==> config.mk <==
export PLATFORM = sky130hd
export DESIGN_NAME = signed_shift_alu
export DESIGN_NICKNAME = d
export VERILOG_FILES = /design/src/shift_alu_pkg.sv /design/src/signed_shift_alu.sv
export VERILOG_INCLUDE_DIRS = /design/src
export SDC_FILE = /design/constraint.sdc
export NUM_CORES = 1
export LEC_CHECK = 0
export ABC_AREA = 1
export BUFFER_PORTS_ARGS = -buffer_cell sky130_fd_sc_hd__buf_2
export CAP_MARGIN = 20
export CORE_ASPECT_RATIO = 1.2
export CORE_UTILIZATION = 45
export CTS_CLUSTER_DIAMETER = 120
export DETAILED_ROUTE_END_ITERATION = 16
export HOLD_SLACK_MARGIN = 0.15
export PLACE_DENSITY = 0.71
export SYNTH_ARGS = -nofsm -noshare
export SYNTH_HDL_FRONTEND = slang
export SYNTH_SLANG_ARGS = --single-unit
==> constraint.sdc <==
create_clock -name hclk -period 2.6 [get_ports hclk]
set_input_delay 0.26 -clock hclk [delete_from_list [all_inputs] [get_ports hclk]]
set_output_delay 0.26 -clock hclk [all_outputs]
set_load 0.02 [all_outputs]
==> src/shift_alu_defs.svh <==
`ifndef SHIFT_ALU_DEFS_SVH
`define SHIFT_ALU_DEFS_SVH

// Register byte offsets.
`define OFF_CTRL        8'h00
`define OFF_SRC_A       8'h04
`define OFF_SRC_B       8'h08
`define OFF_RESULT      8'h0C
`define OFF_STATUS      8'h10
`define OFF_FAST_MEM    8'h14

// Control register fields.
`define CTRL_START      0
`define CTRL_FIELD_LO   1
`define CTRL_FIELD_HI   9

// Status register fields.
`define STAT_DONE       0
`define STAT_BRANCH     1
`define STAT_OVERFLOW   2
`define STAT_MEM_UPD    3

// Datapath figures.
`define DATA_W          16
`define SIGN_BIT        15
`define VAR_AMT_W       5
`define ARITH_AMT_W     4

// Reset values.
`define RST_WORD16      16'h0000
`define RST_WORD32      32'h0000_0000

// Branch condition encodings.
`define BC_NEVER        3'h0
`define BC_ALWAYS       3'h1
`define BC_ZERO         3'h2
`define BC_NONZERO      3'h3
`define BC_NEGATIVE     3'h4
`define BC_POSITIVE     3'h5

`endif

==> src/shift_alu_pkg.sv <==
package shift_alu_pkg;

    typedef enum logic [0:0] {
        ST_IDLE = 1'b0,
        ST_EXEC = 1'b1
    } state_t;

    typedef struct packed {
        logic       update_memory_field;
        logic [2:0] branch_cond;
        logic [3:0] modulo_select_field;
        logic       op_arith;
    } ctrl_t;

    typedef struct packed {
        logic mem_upd;
        logic overflow;
        logic branch;
        logic done;
    } status_t;

endpackage : shift_alu_pkg

==> src/signed_shift_alu.sv <==
`timescale 1ns/100ps
`include "shift_alu_defs.svh"
// Notes on behaviour
// - Variable shift uses low five bits of B.
// - Right variable shift fills high bits zero.
// - Left variable shift fills low bits zero.
// - Negative amount shifts right by its magnitude.
// - Positive amount shifts left by its value.
// - Result wrapped by the modulo select field.
// - Result drives branch and fast memory update.
// - Arithmetic shift moves A right, keeping sign.
// - Arithmetic count from B low four bits.
module signed_shift_alu (
    // Clock and reset
    input  wire logic        hclk,
    input  wire logic        hresetn,
    // AHB-Lite slave
    input  wire logic        hsel,
    input  wire logic [31:0] haddr,
    input  wire logic [1:0]  htrans,
    input  wire logic        hwrite,
    input  wire logic [2:0]  hsize,
    input  wire logic [31:0] hwdata,
    input  wire logic        hready,
    output logic      [31:0] hrdata,
    output logic             hreadyout,
    output logic             hresp,
    // Execution events
    output logic             branch_taken,
    output logic             mem_update
);

    // Width of the datapath and of every operand register.
    localparam int DW = `DATA_W;

    // Bus state.
    logic                    wr_pend_q, wr_pend_d;
    logic [7:0]              wr_addr_q, wr_addr_d;
    logic [31:0]             hrdata_q, hrdata_d;
    logic                    ready_q, ready_d;
    logic                    resp_q, resp_d;
    // Software visible state.
    shift_alu_pkg::ctrl_t    ctrl_q, ctrl_d;
    shift_alu_pkg::status_t  stat_q, stat_d;
    shift_alu_pkg::state_t   state_q, state_d;
    logic [DW-1:0]           src_a_q, src_a_d;
    logic [DW-1:0]           src_b_q, src_b_d;
    logic [DW-1:0]           result_q, result_d;
    logic [DW-1:0]           fast_mem_q, fast_mem_d;
    logic                    branch_q, branch_d;
    logic                    mem_upd_q, mem_upd_d;
    // Combinational execution result.
    logic [DW-1:0]           exec_val;
    logic [DW-1:0]           var_val;
    logic [DW-1:0]           arith_val;
    logic                    addr_take;
    // Decoded execution events.
    logic                    start_req;
    logic                    exec_now;
    logic                    branch_hit;

    function automatic logic [DW-1:0] shift_variable(input logic [DW-1:0] a,
                                                     input logic [`VAR_AMT_W-1:0] amt);
        logic [`VAR_AMT_W-1:0] mag;
        // The magnitude is the two's complement of the amount; only -16 needs its top bit.
        mag = `VAR_AMT_W'(~amt + `VAR_AMT_W'(1));
        if (amt[`VAR_AMT_W-1]) begin
            // A magnitude of 16 empties the word entirely.
            shift_variable = a >> mag;
        end else begin
            // Only four bits count on this side, so the largest left shift is 15.
            shift_variable = a << amt[`VAR_AMT_W-2:0];
        end
    endfunction : shift_variable

    function automatic logic [DW-1:0] shift_arith(input logic [DW-1:0] a,
                                                  input logic [`ARITH_AMT_W-1:0] amt);
        // A four-bit count tops out at 15, so the sign bit always survives.
        shift_arith = DW'($signed(a) >>> amt);
    endfunction : shift_arith

    function automatic logic [DW-1:0] apply_modulo(input logic [DW-1:0] v,
                                                   input logic [3:0] sel);
        logic [DW-1:0] mask;
        mask = DW'((DW'(1) << sel) - DW'(1));
        // A zero selection keeps the full word width.
        apply_modulo = (sel == 4'h0) ? v : (v & mask);
    endfunction : apply_modulo

    // Condition codes without a meaning never branch.
    function automatic logic branch_eval(input logic [DW-1:0] v,
                                         input logic [2:0] cond);
        case (cond)
            `BC_NEVER:    branch_eval = 1'b0;
            `BC_ALWAYS:   branch_eval = 1'b1;
            `BC_ZERO:     branch_eval = (v == `RST_WORD16);
            `BC_NONZERO:  branch_eval = (v != `RST_WORD16);
            `BC_NEGATIVE: branch_eval = v[`SIGN_BIT];
            `BC_POSITIVE: branch_eval = ~v[`SIGN_BIT] && (v != `RST_WORD16);
            default:      branch_eval = 1'b0;
        endcase
    endfunction : branch_eval

    // Unmapped offsets read as zero, and the start bit always reads back as zero.
    function automatic logic [31:0] read_mux(input logic [7:0] off);
        case (off)
            `OFF_CTRL:     read_mux = {22'h0, ctrl_q, 1'b0};
            `OFF_SRC_A:    read_mux = {16'h0000, src_a_q};
            `OFF_SRC_B:    read_mux = {16'h0000, src_b_q};
            `OFF_RESULT:   read_mux = {16'h0000, result_q};
            `OFF_STATUS:   read_mux = {28'h0000000, stat_q};
            `OFF_FAST_MEM: read_mux = {16'h0000, fast_mem_q};
            default:       read_mux = `RST_WORD32;
        endcase
    endfunction : read_mux

    // Write one to clear; a zero leaves the flag as it is.
    function automatic logic clear_on_one(input logic flag, input logic wbit);
        clear_on_one = flag & ~wbit;
    endfunction : clear_on_one

    // A write lands in its data phase, one cycle after its address was taken.
    function automatic logic wr_hit(input logic [7:0] off);
        wr_hit = wr_pend_q && (wr_addr_q == off);
    endfunction : wr_hit

    // Registers hold the low half of the bus word; the upper bits are dropped on a write.
    function automatic logic [DW-1:0] low_half(input logic [31:0] w);
        low_half = w[DW-1:0];
    endfunction : low_half

    // An address phase is taken only while the bus is ready.
    assign addr_take = hsel && htrans[1] && hready;

    // Execution datapath. Both shifters run every cycle and the control word picks one,
    // which keeps the path from the operand flops to the result short and fixed.
    always_comb begin
        var_val   = shift_variable(src_a_q, src_b_q[`VAR_AMT_W-1:0]);
        arith_val = shift_arith(src_a_q, src_b_q[`ARITH_AMT_W-1:0]);
        if (ctrl_q.op_arith) begin
            exec_val = arith_val;
        end else begin
            exec_val = var_val;
        end
        exec_val = apply_modulo(exec_val, ctrl_q.modulo_select_field);
    end

    // Bus interface. The slave never stretches a transfer and always answers OKAY, so
    // hready and hresp are flops: hready leaves its reset value of zero once after reset, and hresp never does.
    // Only whole-word transfers are expected; hsize is not decoded.
    always_comb begin
        wr_pend_d = addr_take && hwrite;
        wr_addr_d = addr_take ? haddr[7:0] : wr_addr_q;
        // Read data is fetched at the address phase so hrdata comes from a flop.
        hrdata_d  = (addr_take && !hwrite) ? read_mux(haddr[7:0]) : hrdata_q;
        ready_d   = 1'b1;
        resp_d    = 1'b0;
    end

    always_ff @(posedge hclk or negedge hresetn) begin
        if (!hresetn) begin
            wr_pend_q <= 1'b0;
            wr_addr_q <= 8'h00;
            hrdata_q  <= `RST_WORD32;
            ready_q   <= 1'b0;
            resp_q    <= 1'b0;
        end else begin
            wr_pend_q <= wr_pend_d;
            wr_addr_q <= wr_addr_d;
            hrdata_q  <= hrdata_d;
            ready_q   <= ready_d;
            resp_q    <= resp_d;
        end
    end

    // Execution events shared by the register and sequencer groups.
    always_comb begin
        start_req  = wr_hit(`OFF_CTRL) && hwdata[`CTRL_START];
        exec_now   = (state_q == shift_alu_pkg::ST_EXEC);
        branch_hit = branch_eval(exec_val, ctrl_q.branch_cond);
    end

    // Software visible registers.
    always_comb begin
        ctrl_d     = ctrl_q;
        stat_d     = stat_q;
        src_a_d    = src_a_q;
        src_b_d    = src_b_q;
        result_d   = result_q;
        fast_mem_d = fast_mem_q;

        // Bus writes land first; an execution below may overwrite them.
        if (wr_hit(`OFF_CTRL)) begin
            ctrl_d = shift_alu_pkg::ctrl_t'(hwdata[`CTRL_FIELD_HI:`CTRL_FIELD_LO]);
        end

        if (wr_hit(`OFF_SRC_A)) begin
            src_a_d = low_half(hwdata);
        end

        if (wr_hit(`OFF_SRC_B)) begin
            src_b_d = low_half(hwdata);
        end

        if (wr_hit(`OFF_RESULT)) begin
            result_d = low_half(hwdata);
        end

        // Software may also preload the fast-memory word.
        if (wr_hit(`OFF_FAST_MEM)) begin
            fast_mem_d = low_half(hwdata);
        end

        if (wr_hit(`OFF_STATUS)) begin
            stat_d.done     = clear_on_one(stat_q.done, hwdata[`STAT_DONE]);
            stat_d.branch   = clear_on_one(stat_q.branch, hwdata[`STAT_BRANCH]);
            stat_d.mem_upd  = clear_on_one(stat_q.mem_upd, hwdata[`STAT_MEM_UPD]);
            // Overflow belongs to software alone; no shift touches it.
            stat_d.overflow = hwdata[`STAT_OVERFLOW];
        end

        // Setting a flag here wins over a clear in the same cycle.
        if (exec_now) begin
            result_d    = exec_val;
            stat_d.done = 1'b1;
            if (branch_hit) begin
                stat_d.branch = 1'b1;
            end
            if (ctrl_q.update_memory_field) begin
                fast_mem_d     = exec_val;
                stat_d.mem_upd = 1'b1;
            end
        end

        // A restart keeps done low until the new run has finished.
        if (start_req) begin
            stat_d.done = 1'b0;
        end
    end

    // Reset clears every software register; no state survives it.
    always_ff @(posedge hclk or negedge hresetn) begin
        if (!hresetn) begin
            ctrl_q     <= '0;
            stat_q     <= '0;
            src_a_q    <= `RST_WORD16;
            src_b_q    <= `RST_WORD16;
            result_q   <= `RST_WORD16;
            fast_mem_q <= `RST_WORD16;
        end else begin
            ctrl_q     <= ctrl_d;
            stat_q     <= stat_d;
            src_a_q    <= src_a_d;
            src_b_q    <= src_b_d;
            result_q   <= result_d;
            fast_mem_q <= fast_mem_d;
        end
    end

    // Sequencer: a start puts the block in EXEC for one cycle, in which the result, the
    // status flags and the event pulses are all registered together.
    always_comb begin
        state_d   = state_q;
        branch_d  = 1'b0;
        mem_upd_d = 1'b0;
        case (state_q)
            shift_alu_pkg::ST_IDLE: begin
                // Only a start leaves idle; nothing runs on its own.
                if (start_req) begin
                    state_d = shift_alu_pkg::ST_EXEC;
                end
            end
            shift_alu_pkg::ST_EXEC: begin
                // A start written now runs again with the new control word.
                state_d   = start_req ? shift_alu_pkg::ST_EXEC : shift_alu_pkg::ST_IDLE;
                branch_d  = branch_hit;
                mem_upd_d = ctrl_q.update_memory_field;
            end
            default: begin
                state_d = shift_alu_pkg::ST_IDLE;
            end
        endcase
    end

    // Each EXEC cycle gives one cycle of event pulse; a start written during EXEC runs two pulses together.
    always_ff @(posedge hclk or negedge hresetn) begin
        if (!hresetn) begin
            state_q   <= shift_alu_pkg::ST_IDLE;
            branch_q  <= 1'b0;
            mem_upd_q <= 1'b0;
        end else begin
            state_q   <= state_d;
            branch_q  <= branch_d;
            mem_upd_q <= mem_upd_d;
        end
    end

    // Every output is a flop; nothing combinational reaches a pin.
    assign hrdata       = hrdata_q;
    assign hreadyout    = ready_q;
    assign hresp        = resp_q;
    assign branch_taken = branch_q;
    assign mem_update   = mem_upd_q;

endmodule : signed_shift_alu

==> impl_metrics.csv, run 1 <==
group,metric,value,unit
yosys,synth_fa_ha_area_frac,0.003346,
hold_path,holdCritPathClass,"in -> reg",
timing,max_slew.worst_pin.slew,0.7102,ns
clock_tree,clkLatencyLatePin,0.36,ns
clock_tree,clkSlewWorstSetupHoldPaths,0.07,ns
flow_run,maxCapViolations,0,
clock_tree,tritoncts,"built",
timing,rsz0062_at_grt,"yes",
worst_setup_path,required,2.85,ns
finish,syn_to_final_growth,18.00,%
power,power_leakage,4.357,nW
detailed_routing,drtPass1Iterations,6,
placed_design,place.gp.congestion,0.9545,
power,p_sw,1.972,mW
finish,postLayoutCoreUtil,0.5424,
finish,n_fill_cell,1587,
global_route,grt_pass1_vias,7606,
clock_tree,cts_max_level,3,
timing,setup_viol,0,
power,pwr-share-seq,0.377,
clock_tree,numCtsBuffers,9,
yosys,synth-simple-area-share,0.3735,
power,ir_drop,0.3709,mV
worst_setup_path,critPathLaunch,"src_b_q[1]$_DFFE_PN0P_",
finish,diodes,0,
timing,maxSlewHeadroom,0.5260,
detailed_routing,wl_per_cell,17.76,um
timing,slew_viol_final,0,
yosys,yosys_warnings,0,
finish,layout-drive-gt1-share,0.1924,
timing,finalCritPeriodShare,0.9800,
timing,holdWs,0.1531,ns
power,p_sw_frac,0.3797,
placed_design,place_inst,1375,
die,die_w,119.7,um
detailed_routing,routed_wl,24900,um
finish,multi_input_area,4308,um^2
yosys,synth_top_family_by_area,"simple AND/OR/NAND/NOR gates",
detailed_routing,ant_nets,0,
timing,period_minus_slack,2.548,ns
worst_setup_path,path_class,"reg -> reg",
placed_design,place_hpwl,17700,um
global_route,antenna_found_initial,0,
yosys,synth_xor_area_frac,0.001171,
die,core_area,16270,um^2
outcome,status,"complete, no violations",
detailed_routing,drc,0,
die,num_rows,51,
worst_setup_path,cp-end-kind,"register",
detailed_routing,via_per_inst,5.815,
clock_tree,root_buffer,"clkbuf_16",
worst_setup_path,startpoint_type,"register",
worst_setup_path,cp_max_fo,5,
clock_tree,clockBufferDepth,2,
yosys,synth_cell_types,50,
yosys,ys_seq_elements,106,
timing,fmax,392.4,MHz
die,io_pins,110,
worst_setup_path,timing.rr.start,"src_b_q[1]$_DFFE_PN0P_",
finish,layout.area.seq,2653,um^2
global_route,globalRouteOverflowTotal,0,
die,fp.dieArea,17140,um^2
hold_path,min_from,"haddr[1]",
global_route,grt_max_degree,62,
yosys,synth-edff-count,0,
yosys,synth-seq-area-share,0.3546,
die,die_y,143.2,um
yosys,synth_area,7480,um^2
detailed_routing,drt_iter0_markers,883,
global_route,grt_pass1_wl,38520,um
worst_setup_path,worstPathArrival,2.79,ns
timing,fin_skew,0.01002,ns
finish,final_area,8826,um^2
yosys,syn_avg_cell_area,6.769,um^2
yosys,synthMuxAreaShare,0.007528,
timing,final_hold_viol_count,0,
clock_tree,cts_sinks,106,
finish,instances_no_fill,1402,
global_route,grt.total_usage,0.2904,
power,powerDensity,588.3,nW/um^2
power,clkPwrFrac,0.240,
detailed_routing,vias,8152,
power,power_frac_comb,0.383,
finish,fin_nets,1263,
power,p_int,3.221,mW
yosys,synth_compound_area_frac,0.1522,
placed_design,io_buffers,48,
die,start_util,0.4597,
yosys,syn_inst,1105,
yosys,synthArstFlopShare,1.000,
yosys,ys.flop_type,"dfrtp_1",
placed_design,dpl_cell_area,8187,um^2
power,power.total,5.193,mW
[worst max-delay path: stages (launching register included)]
cell and delay [ns]:
dfrtp_1 0.42, inv_2 0.12, ha_4 0.25, inv_4 0.08, buf_6 0.12, buf_4 0.10
nand3_1 0.08, nand2_1 0.09, nand2_1 0.05, nand3_1 0.08, nand3_1 0.12, nand3_1 0.16
nand2_1 0.07, nor2_1 0.18, nand3_2 0.13, a21oi_2 0.19, nand2_4 0.09, nand2_2 0.06
nand2_1 0.05
[final cells by class]
| type | instances | area share |
|---|---|---|
| clock buffers | 10 | 0.02594 |
| flip-flops and latches | 106 | 0.3005 |
| clock inverters | 4 | 0.003544 |
| inverters | 96 | 0.04310 |
| well taps | 212 | 0.03005 |
| repair buffers | 127 | 0.1087 |
| multi-input cells | 847 | 0.4881 |
[stage by stage]
stage               TNS [ns]  setup WS (ns)
detailed placement   -0.1461       -0.08128
global route        -0.06394       -0.04422
global placement     -0.1216       -0.06596
finish                     0        0.05190
floorplan                  0        0.03247
CTS                        0        0.06717
[cell usage after synthesis, types with 2 or more instances]
library cell,count,share of area
ha_1,2,0.0033
a221oi_1,4,0.0047
and2_1,2,0.0017
buf_1,2,0.0010
a311oi_1,3,0.0035
nor3_1,19,0.013
o21ai_1,8,0.0054
conb_1,2,0.0010
dfrtp_1,106,0.35
clkinv_1,2,0.0010
mux2_2,5,0.0075
inv_2,5,0.0025
nand3_2,6,0.0080
o21a_1,4,0.0040
nand2_2,6,0.0050
nor3_2,2,0.0027
nand2_1,321,0.16
buf_4,22,0.022
inv_1,87,0.044
o31ai_1,2,0.0020
nand2_8,2,0.0054
a211oi_1,4,0.0040
o2111ai_1,5,0.0059
clkbuf_1,27,0.014
nor2_1,66,0.033
nand2_4,5,0.0075
o21ai_0,105,0.070
nor4_1,2,0.0017
o22ai_1,9,0.0075
o211ai_1,7,0.0070
buf_6,4,0.0060
buf_2,17,0.011
a21oi_1,35,0.023
nand4_1,7,0.0059
nand3b_1,2,0.0020
o221ai_1,6,0.0070
nor2_2,9,0.0075
a31oi_1,2,0.0017
nand3_1,170,0.11
[flip-flops by register name (all words and copies together), names as in the netlist]
| signal | cells |
|---|---|
| ctrl_q | 9 |
| exec_now | 1 |
| mem_update | 1 |
| wr_addr_q | 8 |
| hrdata | 16 |
| stat_q | 4 |
| branch_taken | 1 |
| hreadyout | 1 |
| result_q | 16 |
| fast_mem_q | 16 |
| src_b_q | 16 |
| wr_pend_q | 1 |
| src_a_q | 16 |
[cell usage in the layout, fill, tap and decap left out, types with 3 or more instances in the layout]
cell type and count:
nand4_1 7, dlygate4sd3_1 4, nand2_4 8, buf_6 3
o21a_1 4, buf_12 5, mux2_2 5, nand3_2 12
conb_1 18, o211ai_1 7, nor3_2 4, buf_4 64
clkbuf_16 11, inv_2 5, a21oi_1 34, buf_2 48
clkinvlp_4 3, o21ai_0 105, nand2_2 24, nand3_1 163
o22ai_1 9, a211oi_1 4, nor2_4 7, a311oi_1 3
nor3_1 17, o221ai_1 6, a221oi_1 4, nor2_2 14
o21ai_1 8, nand2_1 300, dfrtp_1 106, inv_1 85
nor2_1 55, o2111ai_1 5
[cell families after synthesis]
kind of cell | Yosys count
AOI/OAI and AO/OA | 198
xor gates and xnor gates | 1
adders and majority gates | 2
buffers and inverters | 169
DFF | 106
muxes | 5
other | 2
and+or+nand+nor | 622
[layer usage]
layer / routed length, um / vias to the layer above / global-route usage
met1: 10020 / 3796 / 0.3625
met2: 11680 / 436 / 0.4773
met3: 1899 / 99 / 0.04193
met4: 1311 / 0 / 0.1724
li1: - / 3821 / -
met5: 0 / - / 0
[worst paths after layout]
check | endpoint | slack (ns) | cells past startpoint
min reg2reg | hrdata[14]$_DFFE_PN0P_ | 0.48 | 2
max reg2reg | stat_q[1]$_DFF_PN0_ | 0.05 | 18
min | wr_addr_q[1]$_DFFE_PN0P_ | 0.15 | 2
max | stat_q[1]$_DFF_PN0_ | 0.05 | 18
min in group asynchronous | wr_addr_q[4]$_DFFE_PN0P_ | 0.46 | 2
max in group asynchronous | fast_mem_q[13]$_DFF_PN0_ | 1.39 | 3
[power groups by stage]
stage	sequential, mW	combinational, mW	clock, mW
global placement	1.97	1.73	0
detailed placement	1.98	1.75	0
finish	1.96	1.99	1.25
floorplan	1.94	1.16	0
global route	1.98	2.18	1.31
CTS	1.95	1.77	1.26
[timing repair]
action | 4_1_cts | 5_1_grt
endpoints found under the setup margin | 2 | 2
gates cloned | 0 | 4
hold buffers | 4 | 0
gates resized for setup | 2 | 65
buffers inserted | 0 | 5
pin swaps | 0 | 27
endpoints found under the hold margin | 48 | 0
Power figures use the tool's default switching activity.
==> run 2, diff against run 1 <==
- CELL_PAD_IN_SITES_DETAIL_PLACEMENT: default -> 0
- CELL_PAD_IN_SITES_GLOBAL_PLACEMENT: default -> 2
- CORE_UTILIZATION: 45 -> 29
- PLACE_DENSITY: 0.71 -> 0.8
- SETUP_SLACK_MARGIN: default -> 0.2
==> impl_metrics.csv, run 2 (same netlist as run 1, synthesis figures left out) <==
group,metric,value,unit
flow_run,maxCapViolations,0,
power,clkPwrFrac,0.248,
detailed_routing,drtPass1Iterations,7,
placed_design,place_hpwl,21110,um
worst_setup_path,timing.rr.start,"src_b_q[0]$_DFFE_PN0P_",
global_route,grt_pass1_vias,7639,
hold_path,min_from,"haddr[1]",
clock_tree,cts_sinks,106,
detailed_routing,via_per_inst,5.073,
finish,instances_no_fill,1551,
timing,setup_viol,0,
clock_tree,clockBufferDepth,2,
clock_tree,clkSlewWorstSetupHoldPaths,0.08,ns
worst_setup_path,startpoint_type,"register",
clock_tree,tritoncts,"built",
power,ir_drop,0.3373,mV
worst_setup_path,worstPathArrival,2.72,ns
timing,finalCritPeriodShare,0.9505,
detailed_routing,routed_wl,28080,um
power,power_leakage,4.561,nW
power,p_sw_frac,0.3849,
global_route,globalRouteOverflowTotal,0,
clock_tree,numCtsBuffers,9,
detailed_routing,vias,7868,
global_route,grt_pass1_wl,44060,um
detailed_routing,drc,0,
finish,layout_common_cells,"nand2_1 (285), nand3_1 (145), o21ai_0 (104), dfrtp_1 (104), buf_4 (96)",
finish,layout-drive-gt1-share,0.2449,
die,fp.dieArea,26440,um^2
outcome,status,"complete, no violations",
finish,postLayoutCoreUtil,0.3698,
timing,max_slew.worst_pin.slew,0.6920,ns
die,num_rows,64,
worst_setup_path,path_class,"reg -> reg",
placed_design,dpl_cell_area,8547,um^2
finish,diodes,0,
placed_design,place_inst,1519,
power,pwr-share-seq,0.354,
worst_setup_path,ff2ff_setup_slack,0.13,ns
worst_setup_path,required,2.85,ns
finish,fin_nets,1292,
timing,fmax,404.7,MHz
clock_tree,clkLatencyLatePin,0.35,ns
power,p_sw,2.120,mW
detailed_routing,drt_iter0_markers,636,
clock_tree,root_buffer,"clkbuf_16",
global_route,grt_max_degree,37,
die,start_util,0.2947,
timing,setup_tns,0,ns
power,power_frac_comb,0.397,
timing,slew_viol_final,0,
worst_setup_path,reg2regPathDepth,20,
worst_setup_path,r2r-end,"stat_q[1]$_DFF_PN0_",
die,io_pins,110,
timing,fin_skew,0.008968,ns
finish,final_area,9387,um^2
hold_path,holdCritPathClass,"in -> reg",
timing,period_minus_slack,2.471,ns
die,core_area,25380,um^2
finish,layout.area.seq,2655,um^2
power,p_int,3.388,mW
finish,multi_input_area,4477,um^2
worst_setup_path,cp-end-kind,"register",
global_route,grt.total_usage,0.2197,
hold_path,min_path_cells,2,
timing,final_hold_viol_count,0,
placed_design,place.gp.congestion,0.8936,
die,die_y,177.9,um
finish,syn_to_final_growth,25.49,%
hold_path,min_to,"wr_addr_q[1]$_DFFE_PN0P_",
detailed_routing,wl_per_cell,18.10,um
finish,n_fill_cell,2776,
clock_tree,cts_max_level,3,
finish,final_common_cell,"nand2_1",
global_route,antenna_found_initial,0,
power,powerDensity,586.8,nW/um^2
timing,rsz0062_at_grt,"yes",
detailed_routing,ant_nets,0,
worst_setup_path,cp_max_fo,7,
placed_design,io_buffers,48,
die,die_w,148.6,um
timing,maxSlewHeadroom,0.5382,
[run 2: cell types whose count changed in the layout (fill, tap and decap cells not counted), moves of 3 or more]
cell	previous run	this run
nand3_2	12	27
nand3_1	163	145
inv_8	1	4
nand2_1	300	285
nand2_2	24	39
nand3_4	2	5
buf_4	64	96
[run 2: how the worst max path moves through the flow]
stage,startpoint,endpoint,slack [ns],cells after the start
6_report,src_b_q[0]$_DFFE_PN0P_,stat_q[1]$_DFF_PN0_,0.13,20
3_5_place_dp,src_b_q[0]$_DFFE_PN0P_,stat_q[1]$_DFF_PN0_,-0.02,19
2_1_floorplan,src_b_q[0]$_DFFE_PN0P_,stat_q[1]$_DFF_PN0_,0.20,21
3_3_place_gp,src_b_q[0]$_DFFE_PN0P_,stat_q[1]$_DFF_PN0_,-0.04,17
5_1_grt,src_b_q[0]$_DFFE_PN0P_,branch_taken$_DFF_PN0_,-0.04,19
4_1_cts,src_b_q[0]$_DFFE_PN0P_,stat_q[1]$_DFF_PN0_,0.1,18
[run 2: area by class of cell]
| type | instances | area share |
|---|---|---|
| Timing Repair inverter | 1 | 0.001200 |
| Tap cell | 330 | 0.04399 |
| Clock buffer | 11 | 0.02693 |
| Clock inverter | 5 | 0.004799 |
| Timing Repair Buffer | 155 | 0.1214 |
| Sequential cell | 106 | 0.2829 |
| Multi-Input combinational cell | 847 | 0.4769 |
| Inverter | 96 | 0.04186 |
[run 2: per-layer routing]
| layer | global-route usage | vias up | part of all wire |
|---|---|---|---|
| met3 | 0.01620 | 38 | 0.032 |
| met2 | 0.3900 | 185 | 0.50 |
| met4 | 0.05198 | 0 | 0.019 |
| li1 | - | 3872 | - |
| met5 | 0 | - | 0 |
| met1 | 0.2874 | 3773 | 0.45 |
[run 2: worst max-delay path: stages (launching register included)]
cell	delay (ns)
dfrtp_2	0.46
inv_8	0.08
ha_4	0.21
buf_12	0.15
clkinv_8	0.07
nand3_2	0.09
nand3_2	0.09
nand2_1	0.08
and2_1	0.15
nor2_2	0.13
nor2_2	0.06
nor2_1	0.10
nand2_1	0.09
nor2_4	0.16
nand3_2	0.10
nand2_1	0.07
nand2_1	0.04
inv_1	0.04
nand2_1	0.07
nand2_2	0.07
nand2_1	0.05
[run 2: power by group through the flow]
| stage | logic (mW) | clock network [mW] | registers (mW) |
|---|---|---|---|
| floorplan | 1.17 | 0 | 1.94 |
| global placement | 1.91 | 0 | 1.97 |
| detailed placement | 1.91 | 0 | 1.98 |
| CTS | 1.95 | 1.40 | 1.95 |
| global route | 2.42 | 1.46 | 1.97 |
| finish | 2.19 | 1.37 | 1.95 |
[run 2: through the flow]
step	hold slack (ns)	total power, mW	worst slack, ns
floorplan	-0.03559	3.113	0.2023
detailed placement	0.2651	3.886	-0.02391
global route	0.1773	5.852	-0.04161
finish	0.1633	5.508	0.1287
global placement	0.2614	3.883	-0.03943
CTS	0.1579	5.298	0.09828
[run 2: timing repair]
item                       in CTS  in global routing
pin swaps                       3                 42
setup endpoints to repair       2                  8
hold endpoints to repair       33                  0
cloned                          1                  1
hold buffers                    3                  0
buffers inserted                0                 11
resized for setup              23                 86
==> run 3, diff against run 2 <==
- GPL_TIMING_DRIVEN: default -> 0
==> impl_metrics.csv, run 3 (same netlist as run 1, synthesis figures left out) <==
group,metric,value,unit
timing,rsz0062_at_grt,"yes",
placed_design,place_inst,1501,
clock_tree,tritoncts,"built",
placed_design,io_buffers,48,
power,ir_drop,0.3693,mV
detailed_routing,routed_wl,31570,um
hold_path,min_from,"hwdata[3]",
outcome,violations,"setup timing",
worst_setup_path,worstPathArrival,2.92,ns
clock_tree,cts_max_level,3,
power,p_sw,2.239,mW
worst_setup_path,crit_chain,"buf_6 -> buf_4 -> buf_4 -> clkbuf_4 -> nand3_1 -> nand2_1 -> nand2_1 -> nand3_1 -> nand2_1 -> nand2_1 -> nor2_4 -> nor2_2 -> nand2_2 -> nor2_4 -> nand3_2 -> nand2_1 -> nand2_1 -> inv_2 -> nand2_2 -> nand2_2 -> nand2_1",
power,p_sw_frac,0.3968,
finish,fin_nets,1294,
worst_setup_path,reg2regPathDepth,21,
timing,finalCritPeriodShare,1.028,
timing,setup_ws,-0.07362,ns
detailed_routing,wl_met2,15580,um
clock_tree,numCtsBuffers,9,
die,die_w,148.6,um
timing,period_minus_slack,2.674,ns
finish,instances_no_fill,1553,
timing,maxSlewHeadroom,0.3392,
clock_tree,root_buffer,"clkbuf_16",
die,core_area,25380,um^2
power,p_int,3.404,mW
finish,postLayoutCoreUtil,0.3732,
detailed_routing,via_per_inst,5.215,
timing,setup_viol,2,
timing,holdWs,0.1769,ns
worst_setup_path,crit_family,"simple AND/OR/NAND/NOR gates",
placed_design,place_hpwl,23970,um
die,fp.dieArea,26440,um^2
worst_setup_path,cp-end-kind,"register",
power,power_leakage,4.560,nW
detailed_routing,vias,8099,
global_route,grt.total_usage,0.2442,
worst_setup_path,cp_slowest_cell,"dfrtp_1",
clock_tree,clockBufferDepth,2,
worst_setup_path,path_class,"reg -> reg",
global_route,globalRouteOverflowTotal,0,
die,io_pins,110,
finish,diodes,0,
die,start_util,0.2947,
worst_setup_path,timing.rr.start,"src_b_q[1]$_DFFE_PN0P_",
timing,fin_skew,0.01297,ns
finish,final_common_cell,"nand2_1",
timing,max_slew.worst_pin.slew,0.9837,ns
power,power_frac_comb,0.404,
detailed_routing,routed.top_layer,"met4",
global_route,grt_max_degree,61,
worst_setup_path,cp_max_fo,10,
power,powerDensity,595.7,nW/um^2
finish,layout-drive-gt1-share,0.2404,
detailed_routing,drtPass1Iterations,5,
clock_tree,clkSlewWorstSetupHoldPaths,0.07,ns
finish,syn_to_final_growth,26.65,%
detailed_routing,drt_iter0_markers,546,
global_route,grt_pass1_vias,7938,
die,num_rows,64,
timing,setup_tns,-0.1248,ns
power,power.total,5.643,mW
detailed_routing,ant_nets,0,
timing,fmax,374.0,MHz
timing,slew_viol_final,0,
worst_setup_path,cpPeakStageDelay,0.35,ns
detailed_routing,wl_per_cell,20.33,um
hold_path,min_path_cells,3,
outcome,status,"complete, but fails checks",
flow_run,maxCapViolations,0,
global_route,grt_pass1_wl,47750,um
detailed_routing,drc,0,
clock_tree,clkLatencyLatePin,0.36,ns
power,clkPwrFrac,0.249,
worst_setup_path,crit_top_cell,"nand2_1",
worst_setup_path,cp.depth,21,
detailed_routing,wl_met1,13410,um
clock_tree,cts_sinks,106,
hold_path,holdCritPathClass,"in -> reg",
worst_setup_path,startpoint_type,"register",
power,pwr-share-seq,0.346,
worst_setup_path,critPathLaunch,"src_b_q[1]$_DFFE_PN0P_",
global_route,antenna_found_initial,0,
worst_setup_path,cp_num_buf_inv,5,
detailed_routing,met3_length,1288,um
placed_design,place.gp.congestion,0.9121,
die,die_y,177.9,um
worst_setup_path,required,2.84,ns
finish,layout_common_cells,"nand2_1 (277), nand3_1 (141), dfrtp_1 (106)",
timing,final_hold_viol_count,0,
==> run 3: changes by cell type in the layout (fill, tap and decap cells not counted), moves of 4 or more <==
cell      change
clkbuf_1     +25
nand3_2       +4
buf_12        -4
nor2_1        -6
buf_8         +5
nand2_1       -8
clkinv_2      +4
nand2_2       +8
nor2_4        +7
nand3_1       -4
buf_2        +10
buf_4        -48
==> run 3: final timing paths <==
| kind | endpoint | slack (ns) |
|---|---|---|
| max in group asynchronous | result_q[13]$_DFFE_PN0P_ | 1.38 |
| setup reg to reg | stat_q[1]$_DFF_PN0_ | -0.07 |
| setup / recovery | stat_q[1]$_DFF_PN0_ | -0.07 |
| hold / removal | result_q[3]$_DFFE_PN0P_ | 0.18 |
| min in group asynchronous | hrdata[5]$_DFFE_PN0P_ | 0.48 |
| hold reg to reg | hrdata[13]$_DFFE_PN0P_ | 0.48 |
==> run 3: final cells by class <==
type                            count  area [um^2]
Sequential cell                   106         2653
Multi-Input combinational cell    846         4592
Clock inverter                      5        53.80
Buffer                             73        515.5
Timing Repair Buffer               86        604.3
Clock buffer                       11        242.7
Tap cell                          330        412.9
Fill cell                        2793        15910
Inverter                           96        399.1
==> run 3: layer usage <==
layer  GRT usage  vias up
met3     0.01902       62
li1            -     3890
met2      0.4241      273
met4      0.1087        0
met5           0        -
met1      0.3073     3874
==> run 3: what timing repair did <==
item                       CTS  global route
pin swaps                   31            34
setup buffers               22             6
hold buffers                 6             0
hold endpoints to repair    51             0
setup endpoints to repair   34            23
gates resized for setup     96            67
gates cloned                 1             1
==> run 3: per-stage QoR <==
step	instance area [um^2]	worst slack, ns
after floorplan	7585	0.2023
after global placement	8238	-0.5966
after detailed placement	8275	-0.5897
after CTS	9184	-0.04257
after global routing	9473	-0.2075
final	9473	-0.07362
==> run 3: power by group through the flow <==
stage	Combinational [mW]	Sequential, mW	Clock, mW
finish	2.28	1.95	1.41
global route	2.47	1.97	1.48
CTS	2.07	1.95	1.44
detailed placement	1.77	1.98	0
global placement	1.77	1.97	0
floorplan	1.17	1.94	0
==> run 3: worst register-to-register path: stages, from the launching register on <==
cell and delay (ns):
dfrtp_1 0.35, buf_6 0.13, buf_4 0.14, buf_4 0.16, clkbuf_4 0.24, nand3_1 0.09
nand2_1 0.15, nand2_1 0.10, nand3_1 0.11, nand2_1 0.06, nand2_1 0.16, nor2_4 0.06
nor2_2 0.12, nand2_2 0.07, nor2_4 0.14, nand3_2 0.11, nand2_1 0.07, nand2_1 0.06
inv_2 0.05, nand2_2 0.05, nand2_2 0.09, nand2_1 0.06
